<file path="config.mk">
export PLATFORM = sky130hd
export DESIGN_NAME = cpu_clear_call_decrement_ops
export DESIGN_NICKNAME = d
export VERILOG_FILES = /design/src/cpu_ops_pkg.sv /design/src/cpu_clear_call_decrement_ops.sv /design/src/cpu_op_alu.sv /design/src/cpu_ops_axi_slave.sv
export SDC_FILE = /design/constraint.sdc
export NUM_CORES = 1
export LEC_CHECK = 0
export BUFFER_PORTS_ARGS = -buffer_cell sky130_fd_sc_hd__buf_2
export CORE_ASPECT_RATIO = 0.75
export CORE_MARGIN = 5
export CORE_UTILIZATION = 50
export DETAILED_ROUTE_END_ITERATION = 10
export PLACE_DENSITY = 0.79
export SYNTH_ARGS = -nofsm -noshare
export SYNTH_HDL_FRONTEND = slang
export SYNTH_SLANG_ARGS = --single-unit
</file>
<file path="constraint.sdc">
create_clock -name aclk -period 7.6 [get_ports aclk]
set_clock_uncertainty 0.2 [all_clocks]
set_input_delay 0.76 -clock aclk [delete_from_list [all_inputs] [get_ports aclk]]
set_output_delay 0.76 -clock aclk [all_outputs]
set_load 0.02 [all_outputs]
</file>
<file path="src/cpu_ops_pkg.sv">
// Purpose: shared types and constants for the clear/call/decrement instruction group
// Assumes: 14-bit instruction word, 7-bit file address, 15-bit program counter
// Notes: opcode encodings are local constants of this code base
`default_nettype none

package cpu_ops_pkg;

  // ==========================================================================
  // widths
  localparam int unsigned pc_w = 15;
  localparam int unsigned data_w = 8;
  localparam int unsigned faddr_w = 7;
  localparam int unsigned latch_w = 7;
  localparam int unsigned axi_addr_w = 8;

  // ==========================================================================
  // instruction word and opcodes
  typedef struct packed {
    logic [5:0] major;
    logic dest;
    logic [faddr_w-1:0] faddr;
  } instr_t;

  localparam logic [5:0] major_misc = 6'h00;
  localparam logic [5:0] major_clear = 6'h01;
  localparam logic [5:0] major_decrement = 6'h03;
  localparam logic [5:0] major_complement = 6'h09;
  localparam logic [5:0] major_decrement_skip = 6'h0b;
  localparam logic [7:0] minor_watchdog_clear = 8'h64;
  localparam logic [7:0] minor_call_via_accumulator = 8'h0a;
  localparam logic dest_accumulator = 1'b0;

  // ==========================================================================
  // datapath carriers
  typedef struct packed {
    logic valid;
    logic [faddr_w-1:0] addr;
    logic [data_w-1:0] data;
  } file_write_t;

  typedef struct packed {
    logic [data_w-1:0] result;
    logic zero;
  } alu_out_t;

  typedef enum logic [1:0] {
    alu_pass = 2'h0,
    alu_complement = 2'h1,
    alu_decrement = 2'h2,
    alu_clear = 2'h3
  } alu_fn_t;

  typedef enum logic [2:0] {
    st_exec = 3'b001,
    st_call2 = 3'b010,
    st_skip = 3'b100
  } exec_state_t;

  // ==========================================================================
  // register map, fields and reset values
  localparam logic [axi_addr_w-1:0] reg_accumulator = 8'h00;
  localparam logic [axi_addr_w-1:0] reg_pc_high_latch = 8'h04;
  localparam logic [axi_addr_w-1:0] reg_status = 8'h08;
  localparam logic [axi_addr_w-1:0] reg_program_counter = 8'h0c;
  localparam logic [axi_addr_w-1:0] reg_retired = 8'h10;
  localparam int unsigned status_zero_bit = 0;
  localparam int unsigned status_powerdown_bit = 3;
  localparam int unsigned status_timeout_bit = 4;
  localparam logic [data_w-1:0] accumulator_reset = 8'h00;
  localparam logic [latch_w-1:0] pc_high_latch_reset = 7'h00;
  localparam logic [pc_w-1:0] pc_reset = 15'h0000;
  localparam logic [1:0] resp_okay = 2'h0;
  localparam logic [1:0] resp_slverr = 2'h2;

  function automatic logic reg_mapped(input logic [axi_addr_w-1:0] a);
    return (a == reg_accumulator) || (a == reg_pc_high_latch) || (a == reg_status) ||
           (a == reg_program_counter) || (a == reg_retired);
  endfunction

endpackage

`default_nettype wire

</file>
<file path="src/cpu_clear_call_decrement_ops.sv">
// Purpose: executes watchdog clear, call via accumulator, complement, clear and decrement ops
// Assumes: instruction at pc offered with instr_valid; file read data combinational on file_raddr
// Notes: file writes leave one cycle late from flip-flops and are bypassed to the next operand
//
// Operation
// RL1: watchdog clear loads watchdog counter with zero
// RL2: watchdog clear also resets watchdog prescaler
// RL3: watchdog clear sets timeout and powerdown flags
// RL4: call pushes pc plus one onto stack
// RL5: call loads pc from latch and accumulator
// RL6: call takes two instruction cycles
// RL7: complement writes inverted file, updates zero flag
// RL8: destination bit zero accumulator, one file
// RL9: clear file writes zero, sets zero flag
// RL10: decrement file writes minus one, updates zero
// RL11: clear accumulator writes zero, sets zero flag
// RL12: decrement skip writes minus one, flags untouched
// RL13: zero result discards next instruction as nop
// RL14: nonzero result runs next instruction normally
// RL15: zero flag set exactly when result zero
// RL16: other ops in group take one cycle
`default_nettype none

module cpu_clear_call_decrement_ops (
  input wire logic aclk,
  input wire logic aresetn,
  input wire logic [cpu_ops_pkg::axi_addr_w-1:0] awaddr,
  input wire logic awvalid,
  output logic awready,
  input wire logic [31:0] wdata,
  input wire logic [3:0] wstrb,
  input wire logic wvalid,
  output logic wready,
  output logic [1:0] bresp,
  output logic bvalid,
  input wire logic bready,
  input wire logic [cpu_ops_pkg::axi_addr_w-1:0] araddr,
  input wire logic arvalid,
  output logic arready,
  output logic [31:0] rdata,
  output logic [1:0] rresp,
  output logic rvalid,
  input wire logic rready,
  input wire logic instr_valid,
  input wire cpu_ops_pkg::instr_t instr,
  output logic instr_ready,
  output logic [cpu_ops_pkg::pc_w-1:0] pc,
  output logic [cpu_ops_pkg::faddr_w-1:0] file_raddr,
  input wire logic [cpu_ops_pkg::data_w-1:0] file_rdata,
  output cpu_ops_pkg::file_write_t file_write,
  output logic push_valid,
  output logic [cpu_ops_pkg::pc_w-1:0] push_addr,
  output logic watchdog_counter_clear,
  output logic watchdog_prescaler_clear,
  input wire logic timeout_event,
  input wire logic sleep_event,
  output logic unsupported_op
);
  import cpu_ops_pkg::*;

  exec_state_t state;
  exec_state_t next_state;
  logic [data_w-1:0] accumulator;
  logic [latch_w-1:0] pc_high_latch;
  logic zero_flag;
  logic timeout_flag_n;
  logic powerdown_flag_n;
  logic [31:0] retired;
  logic reg_wr;
  logic [axi_addr_w-1:0] reg_waddr;
  logic [31:0] reg_wdata;
  logic [3:0] reg_wstrb;
  logic [axi_addr_w-1:0] reg_raddr;
  logic [31:0] reg_rdata;
  alu_out_t alu_out;

  // ==========================================================================
  // register bus
  cpu_ops_axi_slave bus (
    .aclk(aclk),
    .aresetn(aresetn),
    .awaddr(awaddr),
    .awvalid(awvalid),
    .awready(awready),
    .wdata(wdata),
    .wstrb(wstrb),
    .wvalid(wvalid),
    .wready(wready),
    .bresp(bresp),
    .bvalid(bvalid),
    .bready(bready),
    .araddr(araddr),
    .arvalid(arvalid),
    .arready(arready),
    .rdata(rdata),
    .rresp(rresp),
    .rvalid(rvalid),
    .rready(rready),
    .reg_wr(reg_wr),
    .reg_waddr(reg_waddr),
    .reg_wdata(reg_wdata),
    .reg_wstrb(reg_wstrb),
    .reg_raddr(reg_raddr),
    .reg_rdata(reg_rdata)
  );

  wire logic bus_wr_accumulator = reg_wr && (reg_waddr == reg_accumulator) && reg_wstrb[0];
  wire logic bus_wr_pc_high_latch = reg_wr && (reg_waddr == reg_pc_high_latch) && reg_wstrb[0];

  wire logic [31:0] status_word =
    32'(zero_flag) << status_zero_bit |
    32'(powerdown_flag_n) << status_powerdown_bit |
    32'(timeout_flag_n) << status_timeout_bit;

  wire logic [31:0] accumulator_word = {24'h0, accumulator};
  wire logic [31:0] pc_high_latch_word = {25'h0, pc_high_latch};
  wire logic [31:0] pc_word = {17'h0, pc};

  assign reg_rdata =
    (reg_raddr == reg_accumulator) ? accumulator_word :
    (reg_raddr == reg_pc_high_latch) ? pc_high_latch_word :
    (reg_raddr == reg_status) ? status_word :
    (reg_raddr == reg_program_counter) ? pc_word :
    (reg_raddr == reg_retired) ? retired : 32'h0000_0000;

  // ==========================================================================
  // decode
  wire logic [7:0] minor = {instr.dest, instr.faddr};
  wire logic is_misc = (instr.major == major_misc);
  wire logic is_watchdog_clear = is_misc && (minor == minor_watchdog_clear);
  wire logic is_call = is_misc && (minor == minor_call_via_accumulator);
  wire logic is_clear = (instr.major == major_clear);
  wire logic is_decrement = (instr.major == major_decrement);
  wire logic is_complement = (instr.major == major_complement);
  wire logic is_decrement_skip = (instr.major == major_decrement_skip);
  wire logic is_known = is_watchdog_clear || is_call || is_clear || is_decrement || is_complement ||
    is_decrement_skip;

  // an instruction is taken only in the execute state; the call's second cycle holds ready low
  assign instr_ready = (state != st_call2); // see RL6
  wire logic take = (state == st_exec) && instr_valid;
  // a discarded instruction advances pc and changes nothing else
  wire logic discard = (state == st_skip) && instr_valid; // see RL13

  // ==========================================================================
  // operand fetch with bypass of the write still in flight
  assign file_raddr = instr.faddr;
  // the previous result still sits in the file_write register, one cycle ahead of the file
  wire logic bypass = file_write.valid && (file_write.addr == instr.faddr);
  wire logic [data_w-1:0] operand = bypass ? file_write.data : file_rdata;

  wire alu_fn_t fn = alu_fn_t'(
    is_clear ? alu_clear : // see RL9 RL11
    is_complement ? alu_complement : // see RL7
    (is_decrement || is_decrement_skip) ? alu_decrement : alu_pass); // see RL10 RL12

  cpu_op_alu alu (
    .fn(fn),
    .operand(operand),
    .out(alu_out)
  );

  wire logic writes_result = take && (is_clear || is_complement || is_decrement || is_decrement_skip);
  wire logic to_file = writes_result && (instr.dest != dest_accumulator); // see RL8
  wire logic to_accumulator = writes_result && (instr.dest == dest_accumulator); // see RL8
  // the skip variant leaves every flag alone
  wire logic updates_zero = take && (is_clear || is_complement || is_decrement); // see RL12 RL15
  wire logic skip_taken = take && is_decrement_skip && alu_out.zero; // see RL13 RL14

  // ==========================================================================
  // sequencing
  wire logic [pc_w-1:0] pc_plus_one = pc + 15'h0001;
  // latch and accumulator are read at the second cycle's edge, so a bus write in between counts
  wire logic [pc_w-1:0] call_target = {pc_high_latch, accumulator}; // see RL5

  always_comb begin
    next_state = state;
    unique case (state)
      st_exec: begin
        if (take && is_call) begin
          next_state = st_call2; // see RL6
        end else if (skip_taken) begin
          next_state = st_skip; // see RL13
        end
      end
      st_call2: begin
        next_state = st_exec;
      end
      st_skip: begin
        if (discard) begin
          next_state = st_exec;
        end
      end
      default: begin
        next_state = st_exec;
      end
    endcase
  end

  wire logic [pc_w-1:0] next_pc =
    (state == st_call2) ? call_target : // see RL5
    ((take && !is_call) || discard) ? pc_plus_one : pc; // see RL14 RL16

  always_ff @(posedge aclk) begin
    if (!aresetn) begin
      state <= st_exec;
    end else begin
      state <= next_state;
    end
  end

  always_ff @(posedge aclk) begin
    if (!aresetn) begin
      pc <= pc_reset;
    end else begin
      pc <= next_pc;
    end
  end

  // ==========================================================================
  // architectural state
  wire logic [data_w-1:0] next_accumulator =
    to_accumulator ? alu_out.result : // see RL11
    bus_wr_accumulator ? reg_wdata[data_w-1:0] : accumulator;
  wire logic next_zero = updates_zero ? alu_out.zero : zero_flag; // see RL9 RL11 RL15

  always_ff @(posedge aclk) begin
    if (!aresetn) begin
      accumulator <= accumulator_reset;
      zero_flag <= 1'b0;
    end else begin
      accumulator <= next_accumulator;
      zero_flag <= next_zero;
    end
  end

  always_ff @(posedge aclk) begin
    if (!aresetn) begin
      pc_high_latch <= pc_high_latch_reset;
    end else if (bus_wr_pc_high_latch) begin
      pc_high_latch <= reg_wdata[latch_w-1:0];
    end
  end

  // the watchdog clear wins over a timeout or sleep event in the same cycle
  always_ff @(posedge aclk) begin
    if (!aresetn) begin
      timeout_flag_n <= 1'b1;
    end else if (take && is_watchdog_clear) begin
      timeout_flag_n <= 1'b1; // see RL3
    end else if (timeout_event) begin
      timeout_flag_n <= 1'b0;
    end
  end

  always_ff @(posedge aclk) begin
    if (!aresetn) begin
      powerdown_flag_n <= 1'b1;
    end else if (take && is_watchdog_clear) begin
      powerdown_flag_n <= 1'b1; // see RL3
    end else if (sleep_event) begin
      powerdown_flag_n <= 1'b0;
    end
  end

  // ==========================================================================
  // registered side effects
  always_ff @(posedge aclk) begin
    if (!aresetn) begin
      file_write <= '0;
    end else begin
      file_write.valid <= to_file; // see RL7 RL9 RL10 RL12
      file_write.addr <= instr.faddr;
      file_write.data <= alu_out.result;
    end
  end

  // one-cycle pulses to the stack, the watchdog and the fault monitor
  always_ff @(posedge aclk) begin
    if (!aresetn) begin
      push_valid <= 1'b0;
      push_addr <= pc_reset;
      watchdog_counter_clear <= 1'b0;
      watchdog_prescaler_clear <= 1'b0;
      unsupported_op <= 1'b0;
    end else begin
      push_valid <= take && is_call; // see RL4
      push_addr <= pc_plus_one; // see RL4
      watchdog_counter_clear <= take && is_watchdog_clear; // see RL1
      watchdog_prescaler_clear <= take && is_watchdog_clear; // see RL2
      unsupported_op <= take && !is_known;
    end
  end

  // retired counts completed instructions, a discarded one not included
  always_ff @(posedge aclk) begin
    if (!aresetn) begin
      retired <= 32'h0000_0000;
    end else if (take) begin
      retired <= retired + 32'h0000_0001;
    end
  end

endmodule // cpu_clear_call_decrement_ops

`default_nettype wire

</file>
<file path="src/cpu_op_alu.sv">
// Purpose: result and zero flag for complement, decrement, clear and pass
// Assumes: purely combinational, 8-bit operand
// Notes: zero is computed for every function, the caller decides whether to keep it
`default_nettype none

module cpu_op_alu (
  input wire cpu_ops_pkg::alu_fn_t fn,
  input wire logic [cpu_ops_pkg::data_w-1:0] operand,
  output cpu_ops_pkg::alu_out_t out
);
  import cpu_ops_pkg::*;

  // ==========================================================================
  // function select
  wire logic [data_w-1:0] dec_value = operand - 8'h01;
  wire logic [data_w-1:0] result =
    (fn == alu_complement) ? ~operand :
    (fn == alu_decrement) ? dec_value :
    (fn == alu_clear) ? 8'h00 : operand;

  assign out = {result, (result == 8'h00)}; // see RL15

endmodule // cpu_op_alu

`default_nettype wire

</file>
<file path="src/cpu_ops_axi_slave.sv">
// Purpose: axi4-lite slave front end with one write and one read in flight
// Assumes: single clock, synchronous active-low reset
// Notes: write address and data taken in either order; unmapped gives slverr
`default_nettype none

module cpu_ops_axi_slave (
  input wire logic aclk,
  input wire logic aresetn,
  input wire logic [cpu_ops_pkg::axi_addr_w-1:0] awaddr,
  input wire logic awvalid,
  output logic awready,
  input wire logic [31:0] wdata,
  input wire logic [3:0] wstrb,
  input wire logic wvalid,
  output logic wready,
  output logic [1:0] bresp,
  output logic bvalid,
  input wire logic bready,
  input wire logic [cpu_ops_pkg::axi_addr_w-1:0] araddr,
  input wire logic arvalid,
  output logic arready,
  output logic [31:0] rdata,
  output logic [1:0] rresp,
  output logic rvalid,
  input wire logic rready,
  output logic reg_wr,
  output logic [cpu_ops_pkg::axi_addr_w-1:0] reg_waddr,
  output logic [31:0] reg_wdata,
  output logic [3:0] reg_wstrb,
  output logic [cpu_ops_pkg::axi_addr_w-1:0] reg_raddr,
  input wire logic [31:0] reg_rdata
);
  import cpu_ops_pkg::*;

  logic aw_held;
  logic w_held;
  logic [axi_addr_w-1:0] aw_q;
  logic [31:0] w_q;
  logic [3:0] s_q;

  // ==========================================================================
  // handshakes
  assign awready = !aw_held && !bvalid;
  assign wready = !w_held && !bvalid;
  assign arready = !rvalid;
  wire logic have_aw = aw_held || (awvalid && awready);
  wire logic have_w = w_held || (wvalid && wready);
  wire logic fire = have_aw && have_w && !bvalid;
  assign reg_waddr = aw_held ? aw_q : awaddr;
  assign reg_wdata = w_held ? w_q : wdata;
  assign reg_wstrb = w_held ? s_q : wstrb;
  assign reg_wr = fire && reg_mapped(reg_waddr);
  assign reg_raddr = araddr;

  // ==========================================================================
  // write channel
  always_ff @(posedge aclk) begin
    if (!aresetn) begin
      aw_held <= 1'b0;
      w_held <= 1'b0;
      aw_q <= '0;
      w_q <= '0;
      s_q <= '0;
      bvalid <= 1'b0;
      bresp <= resp_okay;
    end else begin
      if (awvalid && awready && !fire) begin
        aw_held <= 1'b1;
        aw_q <= awaddr;
      end
      if (wvalid && wready && !fire) begin
        w_held <= 1'b1;
        w_q <= wdata;
        s_q <= wstrb;
      end
      if (fire) begin
        aw_held <= 1'b0;
        w_held <= 1'b0;
        bvalid <= 1'b1;
        bresp <= reg_mapped(reg_waddr) ? resp_okay : resp_slverr;
      end else if (bvalid && bready) begin
        bvalid <= 1'b0;
      end
    end
  end

  // ==========================================================================
  // read channel
  always_ff @(posedge aclk) begin
    if (!aresetn) begin
      rvalid <= 1'b0;
      rdata <= '0;
      rresp <= resp_okay;
    end else if (arvalid && arready) begin
      rvalid <= 1'b1;
      rdata <= reg_mapped(araddr) ? reg_rdata : 32'h0000_0000;
      rresp <= reg_mapped(araddr) ? resp_okay : resp_slverr;
    end else if (rvalid && rready) begin
      rvalid <= 1'b0;
    end
  end

endmodule // cpu_ops_axi_slave

`default_nettype wire

</file>
==> impl_results.html, run 1 <==
<table>
<tr><th>Metric</th><th>Value</th></tr>
<tr><th colspan="2">STA</th></tr>
<tr><td>Tightest Pin Transition</td><td>1.04 ns</td></tr>
<tr><td>Period utilization</td><td>0.548</td></tr>
<tr><td>Final-report setup violation count</td><td>0</td></tr>
<tr><td>Maximum frequency from static timing analysis</td><td>240 MHz</td></tr>
<tr><td>Total negative slack for setup checks</td><td>0 ns</td></tr>
<tr><td>Setup repair after global routing missed its margin</td><td>no</td></tr>
<tr><td>Max Transition Viols Final</td><td>0</td></tr>
<tr><td>Final worst path period need</td><td>4.17 ns</td></tr>
<tr><td>Fin. Hold Viols</td><td>0</td></tr>
<tr><td>Worst-case headroom to the max-slew limit</td><td>0.310</td></tr>
<tr><td>Final worst hold slack</td><td>0.249 ns</td></tr>
<tr><td>Post-layout worst setup margin</td><td>3.43 ns</td></tr>
<tr><th colspan="2">Synth</th></tr>
<tr><td>Average cell area after synthesis</td><td>8.33 µm²</td></tr>
<tr><td>Cell area after technology mapping</td><td>7390 µm²</td></tr>
<tr><td>Number of distinct library cells after synthesis</td><td>58</td></tr>
<tr><td>Share of synthesized area spent on multiplexers</td><td>0.0922</td></tr>
<tr><td>Combinational family with the most area after synthesis</td><td>simple AND/OR/NAND/NOR gates</td></tr>
<tr><td>YS warnings</td><td>0</td></tr>
<tr><td>Top FF cell, synth</td><td>sky130_fd_sc_hd__dfxtp_1</td></tr>
<tr><td>Post-Synth Adder-Cell Area</td><td>0.00508</td></tr>
<tr><td>Area fraction in compound gates after synthesis</td><td>0.120</td></tr>
<tr><td>Post-synthesis cell count</td><td>888</td></tr>
<tr><td>Post-Synth XOR/XNOR Area</td><td>0.0533</td></tr>
<tr><td>Leading area contributor after synthesis</td><td>sky130_fd_sc_hd__dfxtp_1</td></tr>
<tr><td>Post-synth EDFFs</td><td>0</td></tr>
<tr><td>Proportion of synthesized chip area in sequential cells</td><td>0.425</td></tr>
<tr><td>Post-synthesis register bit count</td><td>157</td></tr>
<tr><td>Share of the synthesized area in the top cell type</td><td>0.425</td></tr>
<tr><td>Fraction of registers with async set/reset</td><td>0</td></tr>
<tr><td>Simple-gate portion of the synthesized area</td><td>0.258</td></tr>
<tr><td>Largest cells by area after synthesis</td><td>sky130_fd_sc_hd__dfxtp_1 43%, sky130_fd_sc_hd__nor2_1 8.3%, sky130_fd_sc_hd__mux2i_1 5.8%</td></tr>
<tr><th colspan="2">Clock network</th></tr>
<tr><td>Buffers inserted during post-CTS setup optimization</td><td>0</td></tr>
<tr><td>Maximum clock insertion buffer count</td><td>2</td></tr>
<tr><td>Post-cts repair resize count</td><td>0</td></tr>
<tr><td>H-tree Lvls</td><td>4</td></tr>
<tr><td>CTS root buf</td><td>sky130_fd_sc_hd__clkbuf_16</td></tr>
<tr><td>TritonCTS buffer count</td><td>17</td></tr>
<tr><td>Clock tree sinks</td><td>157</td></tr>
<tr><td>CTS tree</td><td>built</td></tr>
<tr><td>Latest clock arrival within the worst-skew pair</td><td>0.43 ns</td></tr>
<tr><td>CTS hold repair buffers</td><td>0</td></tr>
<tr><td>Clock slew seen by the registers of the worst setup and hold paths</td><td>0.07 ns</td></tr>
<tr><th colspan="2">Setup path</th></tr>
<tr><td>CP Data Arrival Time</td><td>4.28 ns</td></tr>
<tr><td>Element type at the critical path end</td><td>flop</td></tr>
<tr><td>Category of the most critical setup path</td><td>primary input to flop</td></tr>
<tr><td>Maximum fanout encountered on the critical timing path</td><td>13</td></tr>
<tr><td>Slowest CP cell</td><td>sky130_fd_sc_hd__or2_1</td></tr>
<tr><td>Launching element type of the critical path</td><td>primary input</td></tr>
<tr><td>Max incr delay on CP</td><td>0.50 ns</td></tr>
<tr><td>Data required, critical path</td><td>7.71 ns</td></tr>
<tr><td>Cell class contributing the biggest share of worst-path delay</td><td>simple AND/OR/NAND/NOR gates</td></tr>
<tr><td>Sequence of cells on the critical path</td><td>buf_2 -&gt; xnor2_1 -&gt; nand4_1 -&gt; or2_1 -&gt; mux2i_1 -&gt; ha_1 -&gt; nand3_1 -&gt; nor4b_1 -&gt; a211oi_1 -&gt; mux2_4 -&gt; nor4b_4 -&gt; a31oi_1 -&gt; or3_1</td></tr>
<tr><td>Bufs and invs on worst path</td><td>1</td></tr>
<tr><th colspan="2">Global route</th></tr>
<tr><td>Global router's overall resource usage</td><td>0.219</td></tr>
<tr><td>Initial antenna violation count</td><td>0</td></tr>
<tr><td>Via count of the first global-routing pass</td><td>6038</td></tr>
<tr><td>First-pass GRT wire length</td><td>30.6 mm</td></tr>
<tr><td>Residual overflow from global routing</td><td>0</td></tr>
<tr><td>Pin count of the biggest net entering global routing</td><td>100</td></tr>
<tr><th colspan="2">Job</th></tr>
<tr><td>Max_cap viols</td><td>0</td></tr>
<tr><th colspan="2">Pwr</th></tr>
<tr><td>Max IR drop VDD</td><td>0.160 mV</td></tr>
<tr><td>Total power draw</td><td>1820 µW</td></tr>
<tr><td>Power per cell area</td><td>207 nW/µm²</td></tr>
<tr><td>LEAKAGE</td><td>0.00363 µW</td></tr>
<tr><th colspan="2">Floorplan</th></tr>
<tr><td>Die Footprint</td><td>17300 µm²</td></tr>
<tr><td>I/O pin count</td><td>183</td></tr>
<tr><td>DIE HEIGHT</td><td>115 µm</td></tr>
<tr><td>Number of core rows</td><td>38</td></tr>
<tr><td>Core Area</td><td>14500 µm²</td></tr>
<tr><td>Initial core utilization</td><td>0.510</td></tr>
<tr><td>Horizontal die dimension</td><td>150 µm</td></tr>
<tr><th colspan="2">Placement</th></tr>
<tr><td>Placement Setup Slack</td><td>3.04 ns</td></tr>
<tr><td>Final Wtd Congestion</td><td>0.902</td></tr>
<tr><td>Estimated wirelength of the detail-placed design</td><td>13.6 mm</td></tr>
<tr><td>Number of buffer cells added on primary ports</td><td>153</td></tr>
<tr><th colspan="2">Route</th></tr>
<tr><td>Post-detailed-route DRC marker count</td><td>0</td></tr>
<tr><td>Length of the first detailed-routing pass in iterations</td><td>5</td></tr>
<tr><td>Routed Wire Length</td><td>18.9 mm</td></tr>
<tr><td>Post-route ant nets</td><td>0</td></tr>
<tr><td>1st-iter DRT viols</td><td>529</td></tr>
<tr><td>Number of vias per cell after detailed routing</td><td>5.43</td></tr>
<tr><td>Vias</td><td>6649</td></tr>
<tr><td>Mean routed wirelength per cell</td><td>15.4 µm</td></tr>
<tr><th colspan="2">Finish</th></tr>
<tr><td>Utilization of the core after routing</td><td>0.605</td></tr>
<tr><td>Layout cells sized above 1</td><td>0.229</td></tr>
<tr><td>Area growth syn-to-layout</td><td>18.6%</td></tr>
<tr><td>Net count of the finished layout</td><td>1098</td></tr>
<tr><td>Inserted Diodes</td><td>0</td></tr>
<tr><th colspan="2">Hold path</th></tr>
<tr><td>Min-delay worst type</td><td>flop to flop</td></tr>
<tr><th colspan="2">Run status</th></tr>
<tr><td>Result of the run</td><td>completed</td></tr>
</table>
[placed cells by master (no fill, tap or decap), drive strengths merged, types with 19 or more instances in the layout]
cell type and count:
nor3 24, dfxtp 157, a22oi 19, nand2 61, inv 23, a21oi 66, nor2 163, o21ai 32
nand3 38, buf 162, xnor2 27, mux2i 43
[stage by stage]
| stage | area [µm²] | instances |
|---|---|---|
| after detailed placement | 8220 | 1192 |
| after floorplan | 7400 | 889 |
| after CTS | 8770 | 1224 |
| final | 8770 | 1224 |
| after global placement | 8220 | 1192 |
| after global routing | 8770 | 1224 |
[cells in the mapped netlist (3+ instances only)]
master                     number
sky130_fd_sc_hd__or4_1          3
sky130_fd_sc_hd__o21a_1         4
sky130_fd_sc_hd__xor2_1        18
sky130_fd_sc_hd__nand3b_1       4
sky130_fd_sc_hd__nor4_1         8
sky130_fd_sc_hd__nor3b_1        4
sky130_fd_sc_hd__mux2_2        17
sky130_fd_sc_hd__and2_1        16
sky130_fd_sc_hd__xnor2_1       27
sky130_fd_sc_hd__dfxtp_1      157
sky130_fd_sc_hd__a21oi_1       65
sky130_fd_sc_hd__o21ai_0       29
sky130_fd_sc_hd__clkbuf_1      45
sky130_fd_sc_hd__nor2_1       163
sky130_fd_sc_hd__o21ai_1        3
sky130_fd_sc_hd__nand2b_1       4
sky130_fd_sc_hd__a22oi_1       19
sky130_fd_sc_hd__mux2i_1       43
sky130_fd_sc_hd__nand3_1       38
sky130_fd_sc_hd__and3_1        11
sky130_fd_sc_hd__or2_2         10
sky130_fd_sc_hd__or3_1         13
sky130_fd_sc_hd__nand2_1       61
sky130_fd_sc_hd__ha_1           3
sky130_fd_sc_hd__inv_1         16
sky130_fd_sc_hd__a31oi_1        3
sky130_fd_sc_hd__nor4b_1        6
sky130_fd_sc_hd__nor3_1        24
sky130_fd_sc_hd__nand4_1       12
sky130_fd_sc_hd__o22ai_1        5
sky130_fd_sc_hd__nor2b_1        8
sky130_fd_sc_hd__a211oi_1       8
sky130_fd_sc_hd__buf_4         10
[worst paths after layout]
kind / endpoint / slack (ns) / cells after the start / from
min: bus.rdata[26] / 0.25 / 2 / bus.rdata[26]
min reg2reg: bus.rdata[26] / 0.25 / 2 / bus.rdata[26]
max reg2reg: state[0] / 3.57 / 12 / file_write[10]
max: state[0] / 3.43 / 13 / instr[2]
[logic make-up (layout without fill, tap and decap cells)]
kind of cell    Yosys count  in the layout
fa+ha+maj                 3              3
other cells               1              2
buf+inv                  75            210
mux                      63             63
flops                   157            157
compound gates          149            149
simple gates            395            395
xor+xnor                 45             45
[flip-flops by register name, indices dropped and copies added, names as in the netlist, 3 cells and up]
name	cells
accumulator	8
bus.aw_q	8
bus.rdata	32
bus.w_q	8
file_write	16
pc	15
pc_high_latch	7
push_addr	15
retired	32
state	3
[tightest hold or removal path, stage by stage, from the launching register on]
cell and delay (ns):
sky130_fd_sc_hd__dfxtp_1 0.31, sky130_fd_sc_hd__nand2_1 0.05, sky130_fd_sc_hd__a21oi_1 0.05
[routing by layer]
metal  vias to the layer above  track usage  share of wire
met3                        16       0.0556          0.095
li1                       3324            -              -
met4                         0       0.0500         0.0082
met1                      3047        0.326           0.48
met5                         -            0              0
met2                       262        0.317           0.42
[cell type report]
cell class | count | area (µm²)
Tap cell | 200 | 250
Clock buffer | 17 | 425
Clock inverter | 15 | 128
Timing Repair Buffer | 162 | 833
Multi-Input combinational cell | 657 | 3930
Fill cell | 1302 | 5730
Sequential cell | 157 | 3140
Inverter | 16 | 61.3
[where the power goes]
part           leakage, µW  switching, µW  total, µW  internal (µW)
logic              0.00209           97.3        158           60.4
registers          0.00127           17.8        858            840
clock network     0.000262            372        800            428
total              0.00363            487       1820           1330
No activity file was read; power rests on OpenSTA's default activity.
==> run 2: changes to the inputs <==
--- a/config.mk
+++ b/config.mk
@@ -8,7 +8,7 @@
 export BUFFER_PORTS_ARGS = -buffer_cell sky130_fd_sc_hd__buf_2
 export CORE_ASPECT_RATIO = 0.75
 export CORE_MARGIN = 5
-export CORE_UTILIZATION = 50
+export CORE_UTILIZATION = 48
 export DETAILED_ROUTE_END_ITERATION = 10
 export PLACE_DENSITY = 0.79
 export SYNTH_ARGS = -nofsm -noshare
==> constraint.sdc (replaced) <==
create_clock -name aclk -period 3.7 [get_ports aclk]
set_clock_uncertainty 0.2 [all_clocks]
set_input_delay 0.37 -clock aclk [delete_from_list [all_inputs] [get_ports aclk]]
set_output_delay 0.37 -clock aclk [all_outputs]
set_load 0.02 [all_outputs]
==> run 2 against run 1 <==
  * Register-to-register slack worse by 3.2 ns
  * Global-route usage down 0.067 points
  * Sequential share of layout area down 1.0 points
  * Cell count up 2.3%
  * Clock power up 110%
  * Largest power group unchanged
  * Non-clock buffer count up 23
  * Critical path type is now flop to flop
  * First-iteration DRC count up 7.2%
==> impl_results.html, run 2 (synthesized netlist as in run 1, its figures left out) <==
<table>
<tr><th>Metric</th><th>Value</th></tr>
<tr><th colspan="2">Global route</th></tr>
<tr><td>Pin count of the biggest net entering global routing</td><td>130</td></tr>
<tr><td>Initial antenna violation count</td><td>2</td></tr>
<tr><td>Residual overflow from global routing</td><td>0</td></tr>
<tr><td>Via count of the first global-routing pass</td><td>6437</td></tr>
<tr><td>First-pass GRT wire length</td><td>32.7 mm</td></tr>
<tr><td>Global router's overall resource usage</td><td>0.218</td></tr>
<tr><th colspan="2">Setup path</th></tr>
<tr><td>Sequence of cells on the critical path</td><td>xnor2_1 -&gt; nand4_1 -&gt; or2_1 -&gt; mux2i_1 -&gt; ha_1 -&gt; nand3_1 -&gt; nor4b_2 -&gt; a211oi_1 -&gt; mux2_4 -&gt; nor4b_4 -&gt; a31oi_1 -&gt; or3_1</td></tr>
<tr><td>Launching element type of the critical path</td><td>flop</td></tr>
<tr><td>Maximum fanout encountered on the critical timing path</td><td>5</td></tr>
<tr><td>Cell class contributing the biggest share of worst-path delay</td><td>simple AND/OR/NAND/NOR gates</td></tr>
<tr><td>Max incr delay on CP</td><td>0.36 ns</td></tr>
<tr><td>CP Data Arrival Time</td><td>3.44 ns</td></tr>
<tr><td>Category of the most critical setup path</td><td>flop to flop</td></tr>
<tr><td>Element type at the critical path end</td><td>flop</td></tr>
<tr><td>Data required, critical path</td><td>3.81 ns</td></tr>
<tr><td>Slowest CP cell</td><td>sky130_fd_sc_hd__dfxtp_1</td></tr>
<tr><td>Bufs and invs on worst path</td><td>0</td></tr>
<tr><th colspan="2">Floorplan</th></tr>
<tr><td>DIE HEIGHT</td><td>117 µm</td></tr>
<tr><td>Initial core utilization</td><td>0.487</td></tr>
<tr><td>I/O pin count</td><td>183</td></tr>
<tr><td>Core Area</td><td>15200 µm²</td></tr>
<tr><td>Horizontal die dimension</td><td>153 µm</td></tr>
<tr><td>Die Footprint</td><td>18000 µm²</td></tr>
<tr><td>Number of core rows</td><td>39</td></tr>
<tr><th colspan="2">STA</th></tr>
<tr><td>Final worst path period need</td><td>3.34 ns</td></tr>
<tr><td>Final-report setup violation count</td><td>0</td></tr>
<tr><td>Fin. Hold Viols</td><td>0</td></tr>
<tr><td>Maximum frequency from static timing analysis</td><td>300 MHz</td></tr>
<tr><td>Tightest Pin Transition</td><td>0.828 ns</td></tr>
<tr><td>Total negative slack for setup checks</td><td>0 ns</td></tr>
<tr><td>Setup repair after global routing missed its margin</td><td>no</td></tr>
<tr><td>Max Transition Viols Final</td><td>0</td></tr>
<tr><td>Worst-case headroom to the max-slew limit</td><td>0.446</td></tr>
<tr><td>Final worst hold slack</td><td>0.0147 ns</td></tr>
<tr><td>Period utilization</td><td>0.902</td></tr>
<tr><th colspan="2">Route</th></tr>
<tr><td>1st-iter DRT viols</td><td>567</td></tr>
<tr><td>Length of the first detailed-routing pass in iterations</td><td>5</td></tr>
<tr><td>Mean routed wirelength per cell</td><td>15.8 µm</td></tr>
<tr><td>Routed Wire Length</td><td>19.8 mm</td></tr>
<tr><td>Post-route ant nets</td><td>0</td></tr>
<tr><td>Number of vias per cell after detailed routing</td><td>5.40</td></tr>
<tr><td>Post-detailed-route DRC marker count</td><td>0</td></tr>
<tr><td>Vias</td><td>6761</td></tr>
<tr><th colspan="2">Finish</th></tr>
<tr><td>Leading cell type in the layout, fill and taps excluded</td><td>sky130_fd_sc_hd__nor2_1</td></tr>
<tr><td>Inserted Diodes</td><td>0</td></tr>
<tr><td>Largest registers</td><td>bus.rdata x32, retired x32, file_write x16</td></tr>
<tr><td>Net count of the finished layout</td><td>1121</td></tr>
<tr><td>Layout cells sized above 1</td><td>0.230</td></tr>
<tr><td>Most used cells in the layout excluding fill and tap cells</td><td>162 x sky130_fd_sc_hd__nor2_1, 157 x sky130_fd_sc_hd__dfxtp_1, 153 x sky130_fd_sc_hd__buf_2</td></tr>
<tr><td>Fillcell total</td><td>1397</td></tr>
<tr><td>Area growth syn-to-layout</td><td>22.1%</td></tr>
<tr><th colspan="2">Pwr</th></tr>
<tr><td>Power per cell area</td><td>421 nW/µm²</td></tr>
<tr><td>LEAKAGE</td><td>0.00374 µW</td></tr>
<tr><td>Max IR drop VDD</td><td>0.325 mV</td></tr>
<tr><th colspan="2">Clock network</th></tr>
<tr><td>CTS tree</td><td>built</td></tr>
<tr><td>Maximum clock insertion buffer count</td><td>2</td></tr>
<tr><td>Latest clock arrival within the worst-skew pair</td><td>0.43 ns</td></tr>
<tr><td>H-tree Lvls</td><td>4</td></tr>
<tr><td>TritonCTS buffer count</td><td>17</td></tr>
<tr><td>Clock slew seen by the registers of the worst setup and hold paths</td><td>0.07 ns</td></tr>
<tr><td>Clock tree sinks</td><td>157</td></tr>
<tr><td>Buffers inserted during post-CTS setup optimization</td><td>0</td></tr>
<tr><td>CTS root buf</td><td>sky130_fd_sc_hd__clkbuf_16</td></tr>
<tr><th colspan="2">Hold path</th></tr>
<tr><td>Min-delay worst type</td><td>primary input to flop</td></tr>
<tr><th colspan="2">Placement</th></tr>
<tr><td>Number of buffer cells added on primary ports</td><td>153</td></tr>
<tr><td>Estimated wirelength of the detail-placed design</td><td>14.1 mm</td></tr>
<tr><td>Final Wtd Congestion</td><td>0.879</td></tr>
<tr><th colspan="2">Run status</th></tr>
<tr><td>Result of the run</td><td>completed</td></tr>
<tr><th colspan="2">Job</th></tr>
<tr><td>Max_cap viols</td><td>0</td></tr>
</table>
## run 2: worst min-delay path, cell delays in order
cell	delay, ns
sky130_fd_sc_hd__buf_2	0.09
sky130_fd_sc_hd__mux2i_1	0.06
sky130_fd_sc_hd__nor2_1	0.08
## run 2: final cells by class
| type | instances | area, µm² | share of cell area |
|---|---|---|---|
| repair buffers | 185 | 1060 | 0.117 |
| clock inverters | 13 | 130 | 0.0144 |
| well taps | 205 | 256 | 0.0284 |
| multi-input cells | 657 | 3940 | 0.436 |
| inverters | 16 | 61.3 | 0.00679 |
| flip-flops and latches | 157 | 3140 | 0.348 |
| clock buffers | 19 | 443 | 0.0491 |
## run 2: repair_timing
item | in CTS | in global routing
hold endpoints to repair | 16 | 0
gates resized for setup | 0 | 1
setup endpoints to repair | 0 | 1
hold buffers | 16 | 0
## run 2: path summary, 6_finish.rpt
| path | cells after the start | slack (ns) | startpoint | end |
|---|---|---|---|---|
| hold reg to reg | 2 | 0.25 | bus.rdata[19] | bus.rdata[19] |
| hold / removal | 3 | 0.01 | wdata[5] | bus.w_q[5] |
| setup reg to reg | 12 | 0.36 | file_write[12] | state[0] |
| setup / recovery | 12 | 0.36 | file_write[12] | state[0] |
## run 2: per-stage QoR
step | cell area [µm²] | total power [µW] | util | setup slack, ns | std cells
finish | 9030 | 3800 | 0.595 | 0.363 | 1252
global route | 9030 | 3950 | 0.595 | 0.0212 | 1252
CTS | 9020 | 3830 | 0.595 | 0.284 | 1252
detailed placement | 8290 | 2130 | 0.546 | 0.0900 | 1204
global placement | 8290 | 2130 | 0.546 | 0.148 | 1204
floorplan | 7400 | 2010 | - | 0.181 | 889
## run 2: per-layer routing
| layer | up-vias | share of wire | global-route usage |
|---|---|---|---|
| met4 | 4 | 0.011 | 0.0601 |
| met3 | 22 | 0.083 | 0.0643 |
| met1 | 3134 | 0.48 | 0.318 |
| met2 | 239 | 0.43 | 0.313 |
| li1 | 3362 | - | - |
| met5 | - | 0.00091 | 0 |
## run 2: power by group
| part | internal (µW) | switching, µW |
|---|---|---|
| registers | 1730 | 31.8 |
| logic | 141 | 211 |
| clock network | 959 | 735 |
